==> config.mk <==
export PLATFORM = sky130hd
export DESIGN_NAME = asc_ctrl
export DESIGN_NICKNAME = d
export VERILOG_FILES = /design/src/include/asc_pkg.sv /design/src/rtl/asc_trig_sel.sv /design/src/rtl/asc_ctrl.sv
export SDC_FILE = /design/constraint.sdc
export NUM_CORES = 1
export LEC_CHECK = 0
export BUFFER_PORTS_ARGS = -buffer_cell sky130_fd_sc_hd__buf_2
export CORE_UTILIZATION = 40
export CTS_CLUSTER_DIAMETER = 80
export DETAILED_ROUTE_END_ITERATION = 10
export PLACE_DENSITY = 0.74
export SETUP_SLACK_MARGIN = 0.2
export SYNTH_ARGS = -nofsm -noshare
export SYNTH_HDL_FRONTEND = slang
export SYNTH_HIERARCHICAL = 1
export SYNTH_SLANG_ARGS = --single-unit
==> constraint.sdc <==
create_clock -name clk_in -period 1.82 [get_ports clk_in]
set_input_delay 0.091 -clock clk_in [delete_from_list [all_inputs] [get_ports clk_in]]
set_output_delay 0.091 -clock clk_in [all_outputs]
set_load 0.05 [all_outputs]
==> src/include/asc_pkg.sv <==
// Constants for the converter start and trigger control block.
// Assumes a 32-bit classic Wishbone register bus with byte addresses.
package asc_pkg;

   // ----------------------------------------------------------------
   // Register map
   // ----------------------------------------------------------------
   localparam int ASC_ADR_W = 4;
   localparam logic [ASC_ADR_W-1:0] ASC_OFS_STATUS = 4'h0;
   localparam logic [ASC_ADR_W-1:0] ASC_OFS_RESULT = 4'h4;
   localparam logic [ASC_ADR_W-1:0] ASC_OFS_CTL = 4'h8;

   // ----------------------------------------------------------------
   // Control register fields
   // ----------------------------------------------------------------
   localparam int ASC_BIT_REG_GO = 22;
   localparam int ASC_BIT_INJ_GO = 21;
   localparam int ASC_BIT_REG_EXT_EN = 20;
   localparam int ASC_POS_REG_SRC = 17;
   localparam int ASC_BIT_INJ_EXT_EN = 15;
   localparam int ASC_POS_INJ_SRC = 12;
   localparam int ASC_BIT_ALIGN = 11;
   localparam int ASC_BIT_DMA = 8;
   localparam int ASC_BIT_REPEAT = 1;
   localparam int ASC_BIT_POWER = 0;
   localparam logic [31:0] ASC_CTL_WMASK = 32'h007ef903;
   localparam logic [31:0] ASC_CTL_RESET = 32'h00000000;
   localparam logic [2:0] ASC_SRC_SOFT = 3'h7;

   // ----------------------------------------------------------------
   // Status register fields
   // ----------------------------------------------------------------
   localparam int ASC_ST_POWER = 0;
   localparam int ASC_ST_BUSY_REG = 1;
   localparam int ASC_ST_BUSY_INJ = 2;
   localparam int ASC_ST_VALID = 3;

   // ----------------------------------------------------------------
   // Conversion data
   // ----------------------------------------------------------------
   localparam int ASC_RAW_W = 12;
   localparam int ASC_RES_W = 16;

endpackage

==> src/rtl/asc_trig_sel.sv <==
// One-of-eight trigger event selector for a conversion group.
// Assumes every event input except index 7, the soft start bit held until its conversion begins, is a one-cycle pulse on the block clock.
`timescale 1ns/100ps
module asc_trig_sel (
   // Candidate events, index equals the source code
   input wire logic [7:0] event_in,
   // Source code
   input wire logic [2:0] source_in,
   // Selected event
   output logic hit_out
);
   import asc_pkg::*;

   always_comb begin
      hit_out = event_in[source_in];
   end

endmodule

==> src/rtl/asc_ctrl.sv <==
// Start, trigger and power control of a converter, with its control register.
// Assumes a classic Wishbone master, a converter core that pulses done with data,
// and trigger sources that give one-cycle pulses on clk_in.
`timescale 1ns/100ps

// Contract
// RQ1 - Hardware clears regular soft start when conversion begins
// RQ2 - Injected soft start: set, hardware or software clears
// RQ3 - Regular external enable gates regular external starts
// RQ4 - Regular source code selects one of eight events
// RQ5 - Injected external enable gates injected external starts
// RQ6 - Injected source code selects one of eight events
// RQ7 - Justification bit: one left, zero right
// RQ8 - Injected results always right justified
// RQ9 - DMA bit gates memory requests per result
// RQ10 - Repeat bit restarts conversions back to back
// RQ11 - Power set from zero only wakes converter
// RQ12 - Power set again starts a conversion
// RQ13 - Power cleared stops activity, powers down
// RQ14 - Power restart only when nothing else changes
// RQ15 - Follow-regular mode needs injected external trigger off; no follow-regular mode is implemented
// RQ16 - One trigger pulse starts at most one conversion
// RQ17 - Fields reset zero, reserved bits read zero
module asc_ctrl (
   // Clock and reset
   input wire logic clk_in,
   input wire logic resetn_in,
   // Wishbone slave
   input wire logic wb_cyc_in,
   input wire logic wb_stb_in,
   input wire logic wb_we_in,
   input wire logic [3:0] wb_sel_in,
   input wire logic [asc_pkg::ASC_ADR_W-1:0] wb_adr_in,
   input wire logic [31:0] wb_dat_in,
   output logic [31:0] wb_dat_out,
   output logic wb_ack_out,
   // Regular group trigger events
   input wire logic tim1_timer_trigger_out_in,
   input wire logic tim1_cc1_in,
   input wire logic tim1_cc2_in,
   input wire logic tim2_timer_trigger_out_in,
   input wire logic tim2_cc1_in,
   input wire logic tim3_cc1_in,
   input wire logic external_line11_in,
   // Injected group trigger events
   input wire logic tim1_cc3_in,
   input wire logic tim1_cc4_in,
   input wire logic tim2_cc3_in,
   input wire logic tim2_cc4_in,
   input wire logic tim2_cc2_in,
   input wire logic tim3_cc2_in,
   input wire logic external_line15_in,
   // Converter core
   input wire logic core_done_in,
   input wire logic [asc_pkg::ASC_RAW_W-1:0] core_raw_in,
   output logic core_power_out,
   output logic reg_start_out,
   output logic inj_start_out,
   // Results and memory requests
   output logic [asc_pkg::ASC_RES_W-1:0] result_out,
   output logic result_valid_out,
   output logic dma_req_out
);
   import asc_pkg::*;

   // ----------------------------------------------------------------
   // State
   // ----------------------------------------------------------------
   typedef struct packed {
      logic ack;
      logic [31:0] rdata;
      logic soft_go;
      logic inj_go;
      logic reg_ext_en;
      logic [2:0] reg_src;
      logic inj_ext_en;
      logic [2:0] inj_src;
      logic align;
      logic dma_en;
      logic repeat_on;
      logic power;
      logic busy_reg;
      logic busy_inj;
      logic reg_start;
      logic inj_start;
      logic [ASC_RES_W-1:0] result;
      logic result_valid;
      logic dma_req;
   } asc_state_t;

   asc_state_t s;
   asc_state_t next_s;

   // ----------------------------------------------------------------
   // Helpers
   // ----------------------------------------------------------------
   function automatic logic [31:0] byte_mask(input logic [3:0] sel);
      byte_mask = {{8{sel[3]}}, {8{sel[2]}}, {8{sel[1]}}, {8{sel[0]}}};
   endfunction

   function automatic logic [31:0] ctl_word(input asc_state_t st);
      logic [31:0] w;
      w = 32'h00000000;
      w[ASC_BIT_REG_GO] = st.soft_go;
      w[ASC_BIT_INJ_GO] = st.inj_go;
      w[ASC_BIT_REG_EXT_EN] = st.reg_ext_en;
      w[ASC_POS_REG_SRC +: 3] = st.reg_src;
      w[ASC_BIT_INJ_EXT_EN] = st.inj_ext_en;
      w[ASC_POS_INJ_SRC +: 3] = st.inj_src;
      w[ASC_BIT_ALIGN] = st.align;
      w[ASC_BIT_DMA] = st.dma_en;
      w[ASC_BIT_REPEAT] = st.repeat_on;
      w[ASC_BIT_POWER] = st.power;
      ctl_word = w;
   endfunction

   // ----------------------------------------------------------------
   // Trigger selection
   // ----------------------------------------------------------------
   logic reg_hit;
   logic inj_hit;

   asc_trig_sel u_reg_sel (
      .event_in ({s.soft_go, external_line11_in, tim3_cc1_in, tim2_cc1_in,
                  tim2_timer_trigger_out_in, tim1_cc2_in, tim1_cc1_in,
                  tim1_timer_trigger_out_in}),
      .source_in (s.reg_src),
      .hit_out (reg_hit)
   ); // RQ4

   asc_trig_sel u_inj_sel (
      .event_in ({s.inj_go, external_line15_in, tim3_cc2_in, tim2_cc2_in,
                  tim2_cc4_in, tim2_cc3_in, tim1_cc4_in, tim1_cc3_in}),
      .source_in (s.inj_src),
      .hit_out (inj_hit)
   ); // RQ6

   // ----------------------------------------------------------------
   // Bus decode and start arbitration
   // ----------------------------------------------------------------
   logic [31:0] bm;
   logic [31:0] ctl_now;
   logic [31:0] merged;
   logic bus_req;
   logic wr_ctl;
   logic rd_res;
   logic kick;
   logic reg_trig;
   logic inj_trig;
   logic idle;
   logic fire_reg;
   logic fire_inj;

   always_comb begin
      bm = byte_mask(wb_sel_in);
      ctl_now = ctl_word(s);
      merged = (ctl_now & ~bm) | (wb_dat_in & bm & ASC_CTL_WMASK);
      bus_req = wb_cyc_in & wb_stb_in;
      // A write lands on the edge at which the master sees ack high.
      wr_ctl = bus_req & wb_we_in & s.ack & (wb_adr_in == ASC_OFS_CTL);
      rd_res = bus_req & ~wb_we_in & s.ack & (wb_adr_in == ASC_OFS_RESULT);
      kick = wr_ctl & s.power & merged[ASC_BIT_POWER]
         & (((merged ^ ctl_now) & ASC_CTL_WMASK & ~32'h00000001) == 32'h00000000); // RQ12 RQ14
      reg_trig = s.reg_ext_en & reg_hit; // RQ3
      inj_trig = s.inj_ext_en & inj_hit; // RQ5
      // A trigger pulse that meets a busy or sleeping converter is dropped.
      idle = s.power & ~s.busy_reg & ~s.busy_inj; // RQ16
      fire_inj = idle & inj_trig;
      fire_reg = idle & ~inj_trig & (reg_trig | kick);
   end

   // ----------------------------------------------------------------
   // Next state
   // ----------------------------------------------------------------
   always_comb begin
      next_s = s;
      next_s.reg_start = 1'b0;
      next_s.inj_start = 1'b0;
      next_s.dma_req = 1'b0;
      next_s.ack = bus_req & ~s.ack;
      if (bus_req & ~s.ack) begin
         unique case (wb_adr_in)
            ASC_OFS_CTL: next_s.rdata = ctl_now; // RQ17
            ASC_OFS_STATUS: begin
               next_s.rdata = 32'h00000000;
               next_s.rdata[ASC_ST_POWER] = s.power;
               next_s.rdata[ASC_ST_BUSY_REG] = s.busy_reg;
               next_s.rdata[ASC_ST_BUSY_INJ] = s.busy_inj;
               next_s.rdata[ASC_ST_VALID] = s.result_valid;
            end
            ASC_OFS_RESULT: next_s.rdata = {16'h0000, s.result};
            default: next_s.rdata = 32'h00000000;
         endcase
      end

      if (rd_res) begin
         next_s.result_valid = 1'b0;
      end

      if (fire_inj) begin
         next_s.inj_start = 1'b1;
         next_s.busy_inj = 1'b1;
         next_s.inj_go = 1'b0; // RQ2
      end
      if (fire_reg) begin
         next_s.reg_start = 1'b1;
         next_s.busy_reg = 1'b1;
         next_s.soft_go = 1'b0; // RQ1
      end

      if (core_done_in & s.busy_reg) begin
         next_s.result = s.align ? {core_raw_in, 4'h0} : {4'h0, core_raw_in}; // RQ7
         next_s.result_valid = 1'b1;
         next_s.dma_req = s.dma_en; // RQ9
         if (s.repeat_on) begin
            next_s.reg_start = 1'b1; // RQ10
            next_s.soft_go = 1'b0;
         end else begin
            next_s.busy_reg = 1'b0;
         end
      end
      if (core_done_in & s.busy_inj) begin
         next_s.result = {4'h0, core_raw_in}; // RQ8
         next_s.result_valid = 1'b1;
         next_s.busy_inj = 1'b0;
      end

      // Software writes come last so that a set beats a hardware clear.
      if (wr_ctl) begin
         if (bm[ASC_BIT_REG_GO] & wb_dat_in[ASC_BIT_REG_GO]) begin
            next_s.soft_go = 1'b1;
         end
         if (bm[ASC_BIT_INJ_GO]) begin
            next_s.inj_go = wb_dat_in[ASC_BIT_INJ_GO]; // RQ2
         end
         next_s.reg_ext_en = merged[ASC_BIT_REG_EXT_EN];
         next_s.reg_src = merged[ASC_POS_REG_SRC +: 3];
         next_s.inj_ext_en = merged[ASC_BIT_INJ_EXT_EN];
         next_s.inj_src = merged[ASC_POS_INJ_SRC +: 3];
         next_s.align = merged[ASC_BIT_ALIGN];
         next_s.dma_en = merged[ASC_BIT_DMA];
         next_s.repeat_on = merged[ASC_BIT_REPEAT];
         next_s.power = merged[ASC_BIT_POWER]; // RQ11
         if (!merged[ASC_BIT_POWER]) begin
            next_s.busy_reg = 1'b0; // RQ13
            next_s.busy_inj = 1'b0;
            next_s.reg_start = 1'b0;
            next_s.inj_start = 1'b0;
         end
      end
   end

   always_ff @(posedge clk_in or negedge resetn_in) begin
      if (!resetn_in) begin
         s <= '0; // RQ17
      end else begin
         s <= next_s;
      end
   end

   // ----------------------------------------------------------------
   // Outputs
   // ----------------------------------------------------------------
   assign wb_dat_out = s.rdata;
   assign wb_ack_out = s.ack;
   assign core_power_out = s.power;
   assign reg_start_out = s.reg_start;
   assign inj_start_out = s.inj_start;
   assign result_out = s.result;
   assign result_valid_out = s.result_valid;
   assign dma_req_out = s.dma_req;

   logic go_write;
   assign go_write = wr_ctl & bm[ASC_BIT_REG_GO] & wb_dat_in[ASC_BIT_REG_GO];
endmodule

# Word level (Yosys, flattened, before mapping)
# Cells that the tools add are included.
# word_totals
mem_bits_ro,0
memories,0
ram_bits,0
reg_bits,69
out_inout_bits,54
in_bits,72
latch_bits,0
# op_classes
n_bitwise,32
reduce_logical,4
shifts,0
n_addsub,0
n_eq_ne,2
n_mul,0
magnitude_cmp,2
muxes,26
div_mod_pow,0
# op_table
cell,count
case mux 23 bit (3 select lines),1
AND 23 bit,2
2-to-1 mux 18 bit,2
zero test 32 bit,1
NOT 23 bit,1
bitwise OR 23 bit,1
bitwise XOR 23 bit,1
AND 1 bit,21
2-to-1 mux 1 bit,18
2-to-1 mux 17 bit,1
2-to-1 mux 16 bit,1
less-than comparator 3 x 4 -> 1 bit (second input constant),2
binary-select mux 1 bit (select 3 bit),2
NOT 1 bit,5
== test 4 x 3 -> 1 bit (second input constant),1
== test 4 bit (second input constant),1
zero test 4 bit,1
2-to-1 mux 4 bit,1
nonzero test 3 bit,1
nonzero test 2 bit,1
bitwise OR 1 bit,1

# Logic depth before layout (Yosys ltp)
# Gate-level depths: netlist of run 1.
# logic_depth
depth_word,14
mapped_depth,7
depth_no_buf,7

# Modules after synthesis
# Netlist of run 1, hierarchy kept.
# by_module_without_submodules
module,area_per_inst_um2,cells_each,n_inst,seq_area_each_um2
asc_ctrl,3024.2,286,1,1476.4
asc_trig_sel,63.8,3,2,0.0

# Worst setup path after synthesis of run 1
# Ideal clock, no wire load.
# synth_path
path_type,register to register
startpoint,"reg s, in the netlist ctl_now[12]"
endpoint,"reg s, in the netlist ctl_now[22]"
path_stages_with_launch,7
setup_slack_ps,-80
t_arrival_ps,1780
cell_sequence,dfrtp_1 -> mux4_1 -> mux2_2 -> nand2_1 -> nand3_1 -> a32o_1 -> a31o_1
# synth_lines
item,line,text
start: declaration,asc_ctrl.sv:91,asc_state_t s;
start signal: assignment,asc_ctrl.sv:257,s <= next_s;

==> impl_metrics.toml, run 1 <==
[synthesis]
syn_inst = 292
netlist.area_leader.share = 0.468
ys_seq_area_frac = 0.468
synth.cell_area_um2 = 3150
post_synth_most_frequent_cells = "59 x sky130_fd_sc_hd__dfrtp_1, 48 x sky130_fd_sc_hd__buf_4, 24 x sky130_fd_sc_hd__nand2_1"
yosysTopAreaCell = "sky130_fd_sc_hd__dfrtp_1"
number_of_synthesized_flops_with_an_enable_pin = 0
synth_warnings = 6
ys.flop_type = "sky130_fd_sc_hd__dfrtp_1"
synth-seq-cells = 59
ys_types = 44
async_set_reset_flop_share_out_of_synthesis = 1.00
most_used_standard_cell_by_instance_count_after_synthesis = "sky130_fd_sc_hd__dfrtp_1"
synth.avg_cell_area_um2 = 10.8
synth_top_cells_by_area = "sky130_fd_sc_hd__dfrtp_1 47%, sky130_fd_sc_hd__buf_4 11%, sky130_fd_sc_hd__a22o_1 5.6%, sky130_fd_sc_hd__mux2_2 4.6%, sky130_fd_sc_hd__mux4_1 3.3%"

[status]
run_status = "complete, but fails checks"
violations = "negative setup slack"

[sta]
final_hold_viol_count = 0
tightestPinTransition_ps = 716
finalWorstSetupSlack_ps = -88.5
layout_min_cycle_time_ps = 1910
slew_headroom = 0.521
rsz0062_at_grt = "yes"
achievable-frequency_ghz = 0.524
fin_crit_sh = 1.05
clock_skew_ps = 10.9
timing.final.setup_violations = 2
maxSlewViolCount = 0

[worst_setup_path]
crit_path_end_kind = "register"
crit_path_start = "ctl_now[12]"
r2r.worst_path.cells = 6
critical_path.reg2reg.endpoint = "ctl_now[22]"
timing.critical_path.from_type = "register"
criticalPathCategory = "reg -> reg"
setup.worst_path.end = "ctl_now[22]"
timing.reg2reg.setup_slack_ps = -90
ff_to_ff_start = "ctl_now[12]"
cp_max_fo = 4
worst-endpoint-required_ps = 2050
worst_path_arrival_ps = 2140

[drt]
first_pass_iters = 5
routed_via_density = 5.15
route.detailed.wl_per_inst_um = 16.2
postRouteAntennaNets = 0
number_of_remaining_drc_errors = 0
drt-initial-drc-count = 85
drt_wl_total_um = 7840
dr_total_vias = 2499

[finish]
antenna_cells = 0
fillers = 729
finish.instance_area_um2 = 3950
drive_gt1_frac = 0.420
num-nets-final = 450
layout-area-overhead-vs-synth_pct = 25.2

[cts]
cts.reportedPaths.clkPinSlew_ps = 70
htree_levels = 3
numCtsBuffers = 9
clockBufferDepth = 2
worst_skew_pair.late_latency_ps = 340
tritoncts_clock_tree = "yes"
clock_tree.root_cell = "sky130_fd_sc_hd__clkbuf_8"
clock_sink_count = 59

[floorplan]
num_io_pins = 126
initial_standard_cell_utilization_of_the_core = 0.410
core.rowCount = 32
dieHeight_um = 90.8
dieWidth_um = 90.8
design.core.area_um2 = 7690
dieArea_um2 = 8240

[power_and_ir_drop]
power_per_cell_area_nw_per_um2 = 841
power.ir.vdd_worst_mv = 0.652
leakage_nw = 2.03
post-layout-total-power_mw = 3.32

[place]
postPlaceCellArea_um2 = 3510
post-dp-hpwl_um = 5610
gp_congestion = 0.791
io_buffers = 96

[min_path]
hold_path.class = "in -> reg"

[global_routing]
track_usage = 0.194
grt_antenna_before_repair = 0
grt_pass1_wl_um = 12100
vias_in_the_first_global_route = 2378
grt_max_degree = 60
grt.overflow.total = 0

[job]
maxCapViolCount = 0
[cell families after synthesis]
family | after synthesis | synth area share
other | 1 | 0.00119
AOI/OAI and AO/OA | 76 | 0.177
xor gates and xnor gates | 10 | 0.0278
muxes | 19 | 0.0861
and+or+nand+nor | 55 | 0.0941
buffers and inverters | 72 | 0.145
DFF | 59 | 0.468
[metrics by stage]
step | setup WS (ps) | hold WS [ps] | instances | setup TNS [ps] | utilization
5_1_grt | -148 | 5.54 | 485 | -289 | 0.513
4_1_cts | -110 | 0.704 | 485 | -208 | 0.507
6_report | -88.5 | 16.3 | 485 | -174 | 0.513
3_3_place_gp | -35.7 | 120 | 453 | -35.7 | 0.456
3_5_place_dp | -111 | 121 | 453 | -111 | 0.456
2_1_floorplan | -50.2 | -205 | 301 | -50.2 | -
[registers in the layout (all words and copies together) (netlist names)]
signal and cells:
ctl_now 13, dma_req_out 1, result_out 16, reg_start_out 1, core_power_out 1, s 2, wb_dat_out 22, inj_start_out 1
result_valid_out 1, wb_ack_out 1
[critical path: stages, from the launching register on]
cell,delay (ps)
sky130_fd_sc_hd__dfrtp_2,410
sky130_fd_sc_hd__mux4_2,520
sky130_fd_sc_hd__mux2_4,300
sky130_fd_sc_hd__nand2_4,80
sky130_fd_sc_hd__nand3_4,80
sky130_fd_sc_hd__a32o_1,230
sky130_fd_sc_hd__a31o_1,180
[worst min path at each step]
| stage | depth (start not counted) | slack [ps] | to | startpoint |
|---|---|---|---|---|
| 2_1_floorplan | 0 | -200 | core_power_out | resetn_in |
| 3_3_place_gp | 2 | 120 | wb_dat_out[5] | resetn_in |
| 3_5_place_dp | 2 | 120 | wb_dat_out[5] | resetn_in |
| 4_1_cts | 3 | 0.7 | result_out[10] | core_raw_in[6] |
| 5_1_grt | 2 | 6 | ctl_now[19] | wb_dat_in[19] |
| 6_report | 3 | 20 | ctl_now[21] | wb_dat_in[21] |
[metal layers]
layer / vias to the layer above / global-route usage / share of wire
met5: - / 0 / 0
met4: 0 / 0.0444 / 0.0054
met3: 4 / 0.0690 / 0.054
met2: 96 / 0.307 / 0.49
met1: 1233 / 0.254 / 0.45
li1: 1166 / - / -
[cell usage in the layout, fill, tap and decap left out, drive strengths merged, types with 5 or more instances in the layout]
cell	instances
a22oi	9
conb	10
a222oi	5
xor2	9
dlygate4sd3	14
dfrtp	59
a21oi	7
clkbuf	9
nand2	25
mux2	13
inv	15
a22o	20
o21ai	20
buf	111
nor2	5
[power by group]
group          switching (mW)  leakage [nW]  internal, mW
sequential             0.0536         0.790          1.36
combinational           0.376          1.12         0.186
clock                   0.559         0.114         0.782
[area by class of cell]
class	count	area, um^2	share of cell area
Sequential cell	59	1480	0.375
Multi-Input combinational cell	170	1320	0.334
Timing Repair Buffer	125	749	0.190
Tap cell	102	128	0.0323
Clock buffer	9	124	0.0314
Clock inverter	7	100	0.0254
Inverter	13	48.8	0.0124
[timing repair]
| item | 4_1_cts | 5_1_grt |
|---|---|---|
| pin swaps | 4 | 1 |
| endpoints found under the setup margin | 16 | 24 |
| hold buffers | 14 | 0 |
| buffers inserted | 2 | 0 |
| gates resized for setup | 5 | 11 |
| endpoints found under the hold margin | 75 | 0 |
Power figures use the tool's default switching activity.
==> inputs of run 2 (changes only) <==
--- a/config.mk
+++ b/config.mk
@@ -11,7 +11,9 @@
 export DETAILED_ROUTE_END_ITERATION = 10
 export PLACE_DENSITY = 0.74
 export SETUP_SLACK_MARGIN = 0.2
+export SKIP_CTS_REPAIR_TIMING = 1
 export SYNTH_ARGS = -nofsm -noshare
 export SYNTH_HDL_FRONTEND = slang
 export SYNTH_HIERARCHICAL = 1
 export SYNTH_SLANG_ARGS = --single-unit
+export TNS_END_PERCENT = 10
==> constraint.sdc (replaced) <==
create_clock -name clk_in -period 1.7 [get_ports clk_in]
set_input_delay 0.085 -clock clk_in [delete_from_list [all_inputs] [get_ports clk_in]]
set_output_delay 0.085 -clock clk_in [all_outputs]
set_load 0.05 [all_outputs]
==> impl_metrics.toml, run 2 (synthesis results as in run 1) <==
[floorplan]
design.core.area_um2 = 7690
dieHeight_um = 90.8
dieArea_um2 = 8240
dieWidth_um = 90.8
initial_standard_cell_utilization_of_the_core = 0.410
core.rowCount = 32
num_io_pins = 126

[worst_setup_path]
timing.critical_path.from_type = "register"
critical_path.reg2reg.endpoint = "ctl_now[22]"
ff_to_ff_start = "ctl_now[12]"
crit_path_end_kind = "register"
worst_path_arrival_ps = 2120
worst-endpoint-required_ps = 1920
cp_max_fo = 5
r2r.worst_path.cells = 6
timing.reg2reg.setup_slack_ps = -200
criticalPathCategory = "reg -> reg"

[job]
maxCapViolCount = 0

[power_and_ir_drop]
cell_internal_pwr_mw = 2.37
leakage_nw = 2.03
power_per_cell_area_nw_per_um2 = 866
power.ir.vdd_worst_mv = 0.423
power.share.clock = 0.381
post-layout-total-power_mw = 3.43
switching_share = 0.307
power_frac_comb = 0.177
power.switching_mw = 1.05
pwr-share-seq = 0.443

[cts]
worst_skew_pair.late_latency_ps = 340
tritoncts_clock_tree = "yes"
numCtsBuffers = 9
clock_tree.root_cell = "sky130_fd_sc_hd__clkbuf_8"
cts.reportedPaths.clkPinSlew_ps = 70
htree_levels = 3
clock_sink_count = 59
clockBufferDepth = 2

[sta]
clock_skew_ps = 8.68
layout_min_cycle_time_ps = 1900
timing.final.setup_violations = 3
rsz0062_at_grt = "yes"
slew_headroom = 0.615
maxSlewViolCount = 0
achievable-frequency_ghz = 0.527
fin_crit_sh = 1.12
finalWorstSetupSlack_ps = -198
finalSetupTns_ps = -453
final_hold_viol_count = 0
tightestPinTransition_ps = 578
hold-worst-slack_ps = 5.33

[min_path]
worstHoldPathCells = 2
worst_hold_path.endpoint = "ctl_now[18]"
hold_start = "wb_dat_in[18]"
hold_path.class = "in -> reg"

[global_routing]
grt.overflow.total = 0
grtUsageMet3 = 0.0354
grt_max_degree = 28
track_usage = 0.192
vias_in_the_first_global_route = 2484
grt_use_met2 = 0.292
grt_pass1_wl_um = 12300
grt_antenna_before_repair = 0
grt_util_met1 = 0.271
busiest_layer = "met2"

[drt]
drt_wl_total_um = 7810
postRouteAntennaNets = 0
route.detailed.wl_per_inst_um = 16.0
first_pass_iters = 5
dr_total_vias = 2528
routed_via_density = 5.17
drt-initial-drc-count = 159
number_of_remaining_drc_errors = 0

[place]
post-dp-hpwl_um = 5840
gp_congestion = 0.909
io_buffers = 96
post-place-ws_ps = -238

[finish]
layout-area-overhead-vs-synth_pct = 25.5
most-common-layout-cells = "96 x sky130_fd_sc_hd__buf_2, 57 x sky130_fd_sc_hd__dfrtp_1, 22 x sky130_fd_sc_hd__nand2_1, 20 x sky130_fd_sc_hd__a22o_1, 20 x sky130_fd_sc_hd__buf_4"
antenna_cells = 0
largest_register_ffs = 22
drive_gt1_frac = 0.432
layout.cells.most_common = "sky130_fd_sc_hd__buf_2"
num-nets-final = 454

[status]
violations = "negative setup slack"
run_status = "complete, but fails checks"
-- run 2: cell types whose count changed in the layout (fill, tap and decap cells not counted), moves of 2 or more --
cell / change
sky130_fd_sc_hd__buf_4: +7
sky130_fd_sc_hd__clkinv_4: -2
sky130_fd_sc_hd__o21ai_1: +2
sky130_fd_sc_hd__clkinvlp_4: +4
sky130_fd_sc_hd__dlygate4sd3_1: -3
sky130_fd_sc_hd__inv_6: -2
-- run 2: power by group through the flow --
stage          registers [mW]  logic (mW)  clock network (mW)
2_1_floorplan            1.55       0.429                   0
3_3_place_gp             1.54       0.566                   0
3_5_place_dp             1.54       0.575                   0
4_1_cts                  1.52       0.576                1.32
5_1_grt                  1.53       0.646                1.40
6_report                 1.52       0.605                1.30
-- run 2: area by class of cell --
class | count | area [um^2]
Timing Repair Buffer | 129 | 781
Multi-Input combinational cell | 170 | 1320
Clock buffer | 10 | 138
Sequential cell | 59 | 1480
Fill cell | 757 | 3730
Inverter | 13 | 48.8
Tap cell | 102 | 128
Clock inverter | 6 | 65.1
-- run 2: how the worst max path moves through the flow --
stage / from / end
floorplan: ctl_now[12] / ctl_now[22]
global placement: ctl_now[12] / ctl_now[22]
detailed placement: ctl_now[12] / ctl_now[22]
CTS: ctl_now[12] / ctl_now[22]
global route: ctl_now[12] / ctl_now[22]
finish: ctl_now[12] / ctl_now[22]
-- run 2: through the flow --
stage,area [um^2],utilization,instances
floorplan,3210,-,301
global placement,3580,0.465,461
detailed placement,3580,0.465,461
CTS,3780,0.492,477
global route,3960,0.515,489
finish,3960,0.515,489
-- run 2: layer usage --
layer / part of all wire / vias to the layer above
met5: 0 / -
met3: 0.054 / 12
met2: 0.47 / 100
li1: - / 1181
met1: 0.46 / 1235
met4: 0.014 / 0
-- run 2: critical path, stage by stage, from the launching register on --
cell,delay (ps)
sky130_fd_sc_hd__dfrtp_2,420
sky130_fd_sc_hd__mux4_2,510
sky130_fd_sc_hd__mux2_4,300
sky130_fd_sc_hd__nand2_4,70
sky130_fd_sc_hd__nand3_4,80
sky130_fd_sc_hd__a32o_1,220
sky130_fd_sc_hd__a31o_1,180
==> inputs of run 3 (changes only) <==
--- a/config.mk
+++ b/config.mk
@@ -14,6 +14,5 @@
 export SKIP_CTS_REPAIR_TIMING = 1
 export SYNTH_ARGS = -nofsm -noshare
 export SYNTH_HDL_FRONTEND = slang
-export SYNTH_HIERARCHICAL = 1
 export SYNTH_SLANG_ARGS = --single-unit
 export TNS_END_PERCENT = 10
==> impl_metrics.toml, run 3 <==
[global_routing]
grt_max_degree = 43
grt_pass1_wl_um = 12100
track_usage = 0.191
grt.overflow.total = 0
grt_antenna_before_repair = 0
vias_in_the_first_global_route = 2447

[min_path]
hold_path.class = "in -> reg"
worstHoldPathCells = 2
hold_start = "core_raw_in[2]"
worst_hold_path.endpoint = "result_out[2]"

[synthesis]
async_set_reset_flop_share_out_of_synthesis = 1.00
most_used_standard_cell_by_instance_count_after_synthesis = "sky130_fd_sc_hd__dfrtp_1"
synth.avg_cell_area_um2 = 10.4
ys_seq_area_frac = 0.471
synth.cell_area_um2 = 3130
synth_top_cells_by_area = "sky130_fd_sc_hd__dfrtp_1 47%, sky130_fd_sc_hd__buf_4 12%, sky130_fd_sc_hd__a22o_1 5.6%, sky130_fd_sc_hd__mux2_2 4.0%, sky130_fd_sc_hd__o21ai_0 3.8%"
post_synth_most_frequent_cells = "59 x sky130_fd_sc_hd__dfrtp_1, 48 x sky130_fd_sc_hd__buf_4, 29 x sky130_fd_sc_hd__nand2_1"
synth_warnings = 0
ys.flop_type = "sky130_fd_sc_hd__dfrtp_1"
ys_types = 36
synth-seq-cells = 59
number_of_synthesized_flops_with_an_enable_pin = 0
yosysTopAreaCell = "sky130_fd_sc_hd__dfrtp_1"
netlist.area_leader.share = 0.471
syn_inst = 301

[sta]
achievable-frequency_ghz = 0.608
final_hold_viol_count = 0
timing.final.setup_violations = 0
layout_min_cycle_time_ps = 1640
finalSetupTns_ps = 0
maxSlewViolCount = 0
finalWorstSetupSlack_ps = 56.4
fin_crit_sh = 0.967
rsz0062_at_grt = "yes"
clock_skew_ps = 7.92

[power_and_ir_drop]
power.ir.vdd_worst_mv = 0.331
leakage_nw = 1.91
power_per_cell_area_nw_per_um2 = 828

[finish]
layout.core_utilization = 0.506
largest_register_ffs = 22
antenna_cells = 0
most-common-layout-cells = "96 x sky130_fd_sc_hd__buf_2, 56 x sky130_fd_sc_hd__dfrtp_1, 29 x sky130_fd_sc_hd__nand2_1, 20 x sky130_fd_sc_hd__o21ai_0, 20 x sky130_fd_sc_hd__a22o_1"
num-nets-final = 447
layout.cells.most_common = "sky130_fd_sc_hd__buf_2"
drive_gt1_frac = 0.396
layout-area-overhead-vs-synth_pct = 19.7
finish.instance_area_um2 = 3750

[worst_setup_path]
critical-path-slowest-cell = "sky130_fd_sc_hd__mux4_2"
worst_path_dominant_cell_family = "multiplexers"
timing.critical_path.from_type = "register"
critical_path.reg2reg.endpoint = "ctl_now[22]"
worst_path_arrival_ps = 1860
timing.reg2reg.setup_slack_ps = 60
ff_to_ff_start = "ctl_now[12]"
cp_num_buf_inv = 0
criticalPathCategory = "reg -> reg"
r2r.worst_path.cells = 5
worst-endpoint-required_ps = 1920
crit_chain = "mux4_2 -> a22oi_2 -> and3_4 -> o21ai_2 -> a21o_1"
cp_slowest_stage_delay_ps = 520
crit_path_end_kind = "register"
cp_max_fo = 5

[floorplan]
dieArea_um2 = 8190
dieHeight_um = 90.5
initial_standard_cell_utilization_of_the_core = 0.423
core.rowCount = 31
dieWidth_um = 90.5
num_io_pins = 126
design.core.area_um2 = 7410

[drt]
postRouteAntennaNets = 0
route.detailed.wl_per_inst_um = 15.7
drt_wl_total_um = 7500
first_pass_iters = 4
number_of_remaining_drc_errors = 0
routed_via_density = 5.29
dr_total_vias = 2531
drt-initial-drc-count = 146

[cts]
worst_skew_pair.late_latency_ps = 330
clockBufferDepth = 2
htree_levels = 3
cts.reportedPaths.clkPinSlew_ps = 70
clock_tree.root_cell = "sky130_fd_sc_hd__clkbuf_8"
numCtsBuffers = 9
clock_sink_count = 59
tritoncts_clock_tree = "yes"

[job]
maxCapViolCount = 0

[place]
io_buffers = 96
gp_congestion = 0.818
post-place-ws_ps = -13.8
postPlaceCellArea_um2 = 3470
post-dp-hpwl_um = 5800

[status]
run_status = "finished clean"
==> run 3: worst max path at each step <==
| stage | startpoint | to | slack (ps) | depth (start not counted) |
|---|---|---|---|---|
| floorplan | ctl_now[12] | ctl_now[22] | 80 | 5 |
| global placement | ctl_now[12] | ctl_now[22] | 20 | 5 |
| detailed placement | ctl_now[12] | ctl_now[22] | -10 | 5 |
| CTS | ctl_now[12] | reg_start_out | -30 | 5 |
| global route | ctl_now[12] | ctl_now[22] | -20 | 5 |
| finish | ctl_now[12] | ctl_now[22] | 60 | 5 |
==> run 3: final cells by class <==
cell class	count	area [um^2]
Clock buffer	12	135
Clock inverter	3	40.0
Fill cell	697	3660
Inverter	9	33.8
Multi-Input combinational cell	183	1300
Sequential cell	59	1480
Tap cell	99	124
Timing Repair Buffer	113	634
==> run 3: power by group <==
group          internal [mW]  switching [mW]  total [mW]  leakage, nW
clock network          0.666           0.527        1.19       0.0902
registers               1.44          0.0338        1.47        0.795
logic                  0.145           0.293       0.438         1.03
total                   2.25           0.854        3.10         1.91
==> run 3: routing by layer <==
layer  track usage  vias to the layer above  share of wire
met4        0.0860                        0          0.014
li1              -                     1171              -
met2         0.296                      100           0.48
met5             0                        -              0
met3        0.0606                       11          0.071
met1         0.244                     1249           0.43
==> run 3: cell families (layout without fill, tap and decap cells) <==
family | after synthesis | count (layout) | synth area share
AND/OR/NAND/NOR | 62 | 62 | 0.0987
multiplexers | 17 | 17 | 0.0747
buffers and inverters | 68 | 137 | 0.141
other | 1 | 10 | 0.00120
AO/OA/AOI/OAI | 83 | 83 | 0.182
XOR/XNOR | 11 | 11 | 0.0308
flip-flops | 59 | 59 | 0.471
==> run 3: per-stage QoR <==
step                cells  hold slack, ps  power [mW]
global route          478            2.84        3.22
detailed placement    459            52.9        1.92
floorplan             310            -211        1.79
finish                478            5.72        3.10
CTS                   474            -301        3.10
global placement      459            49.1        1.91
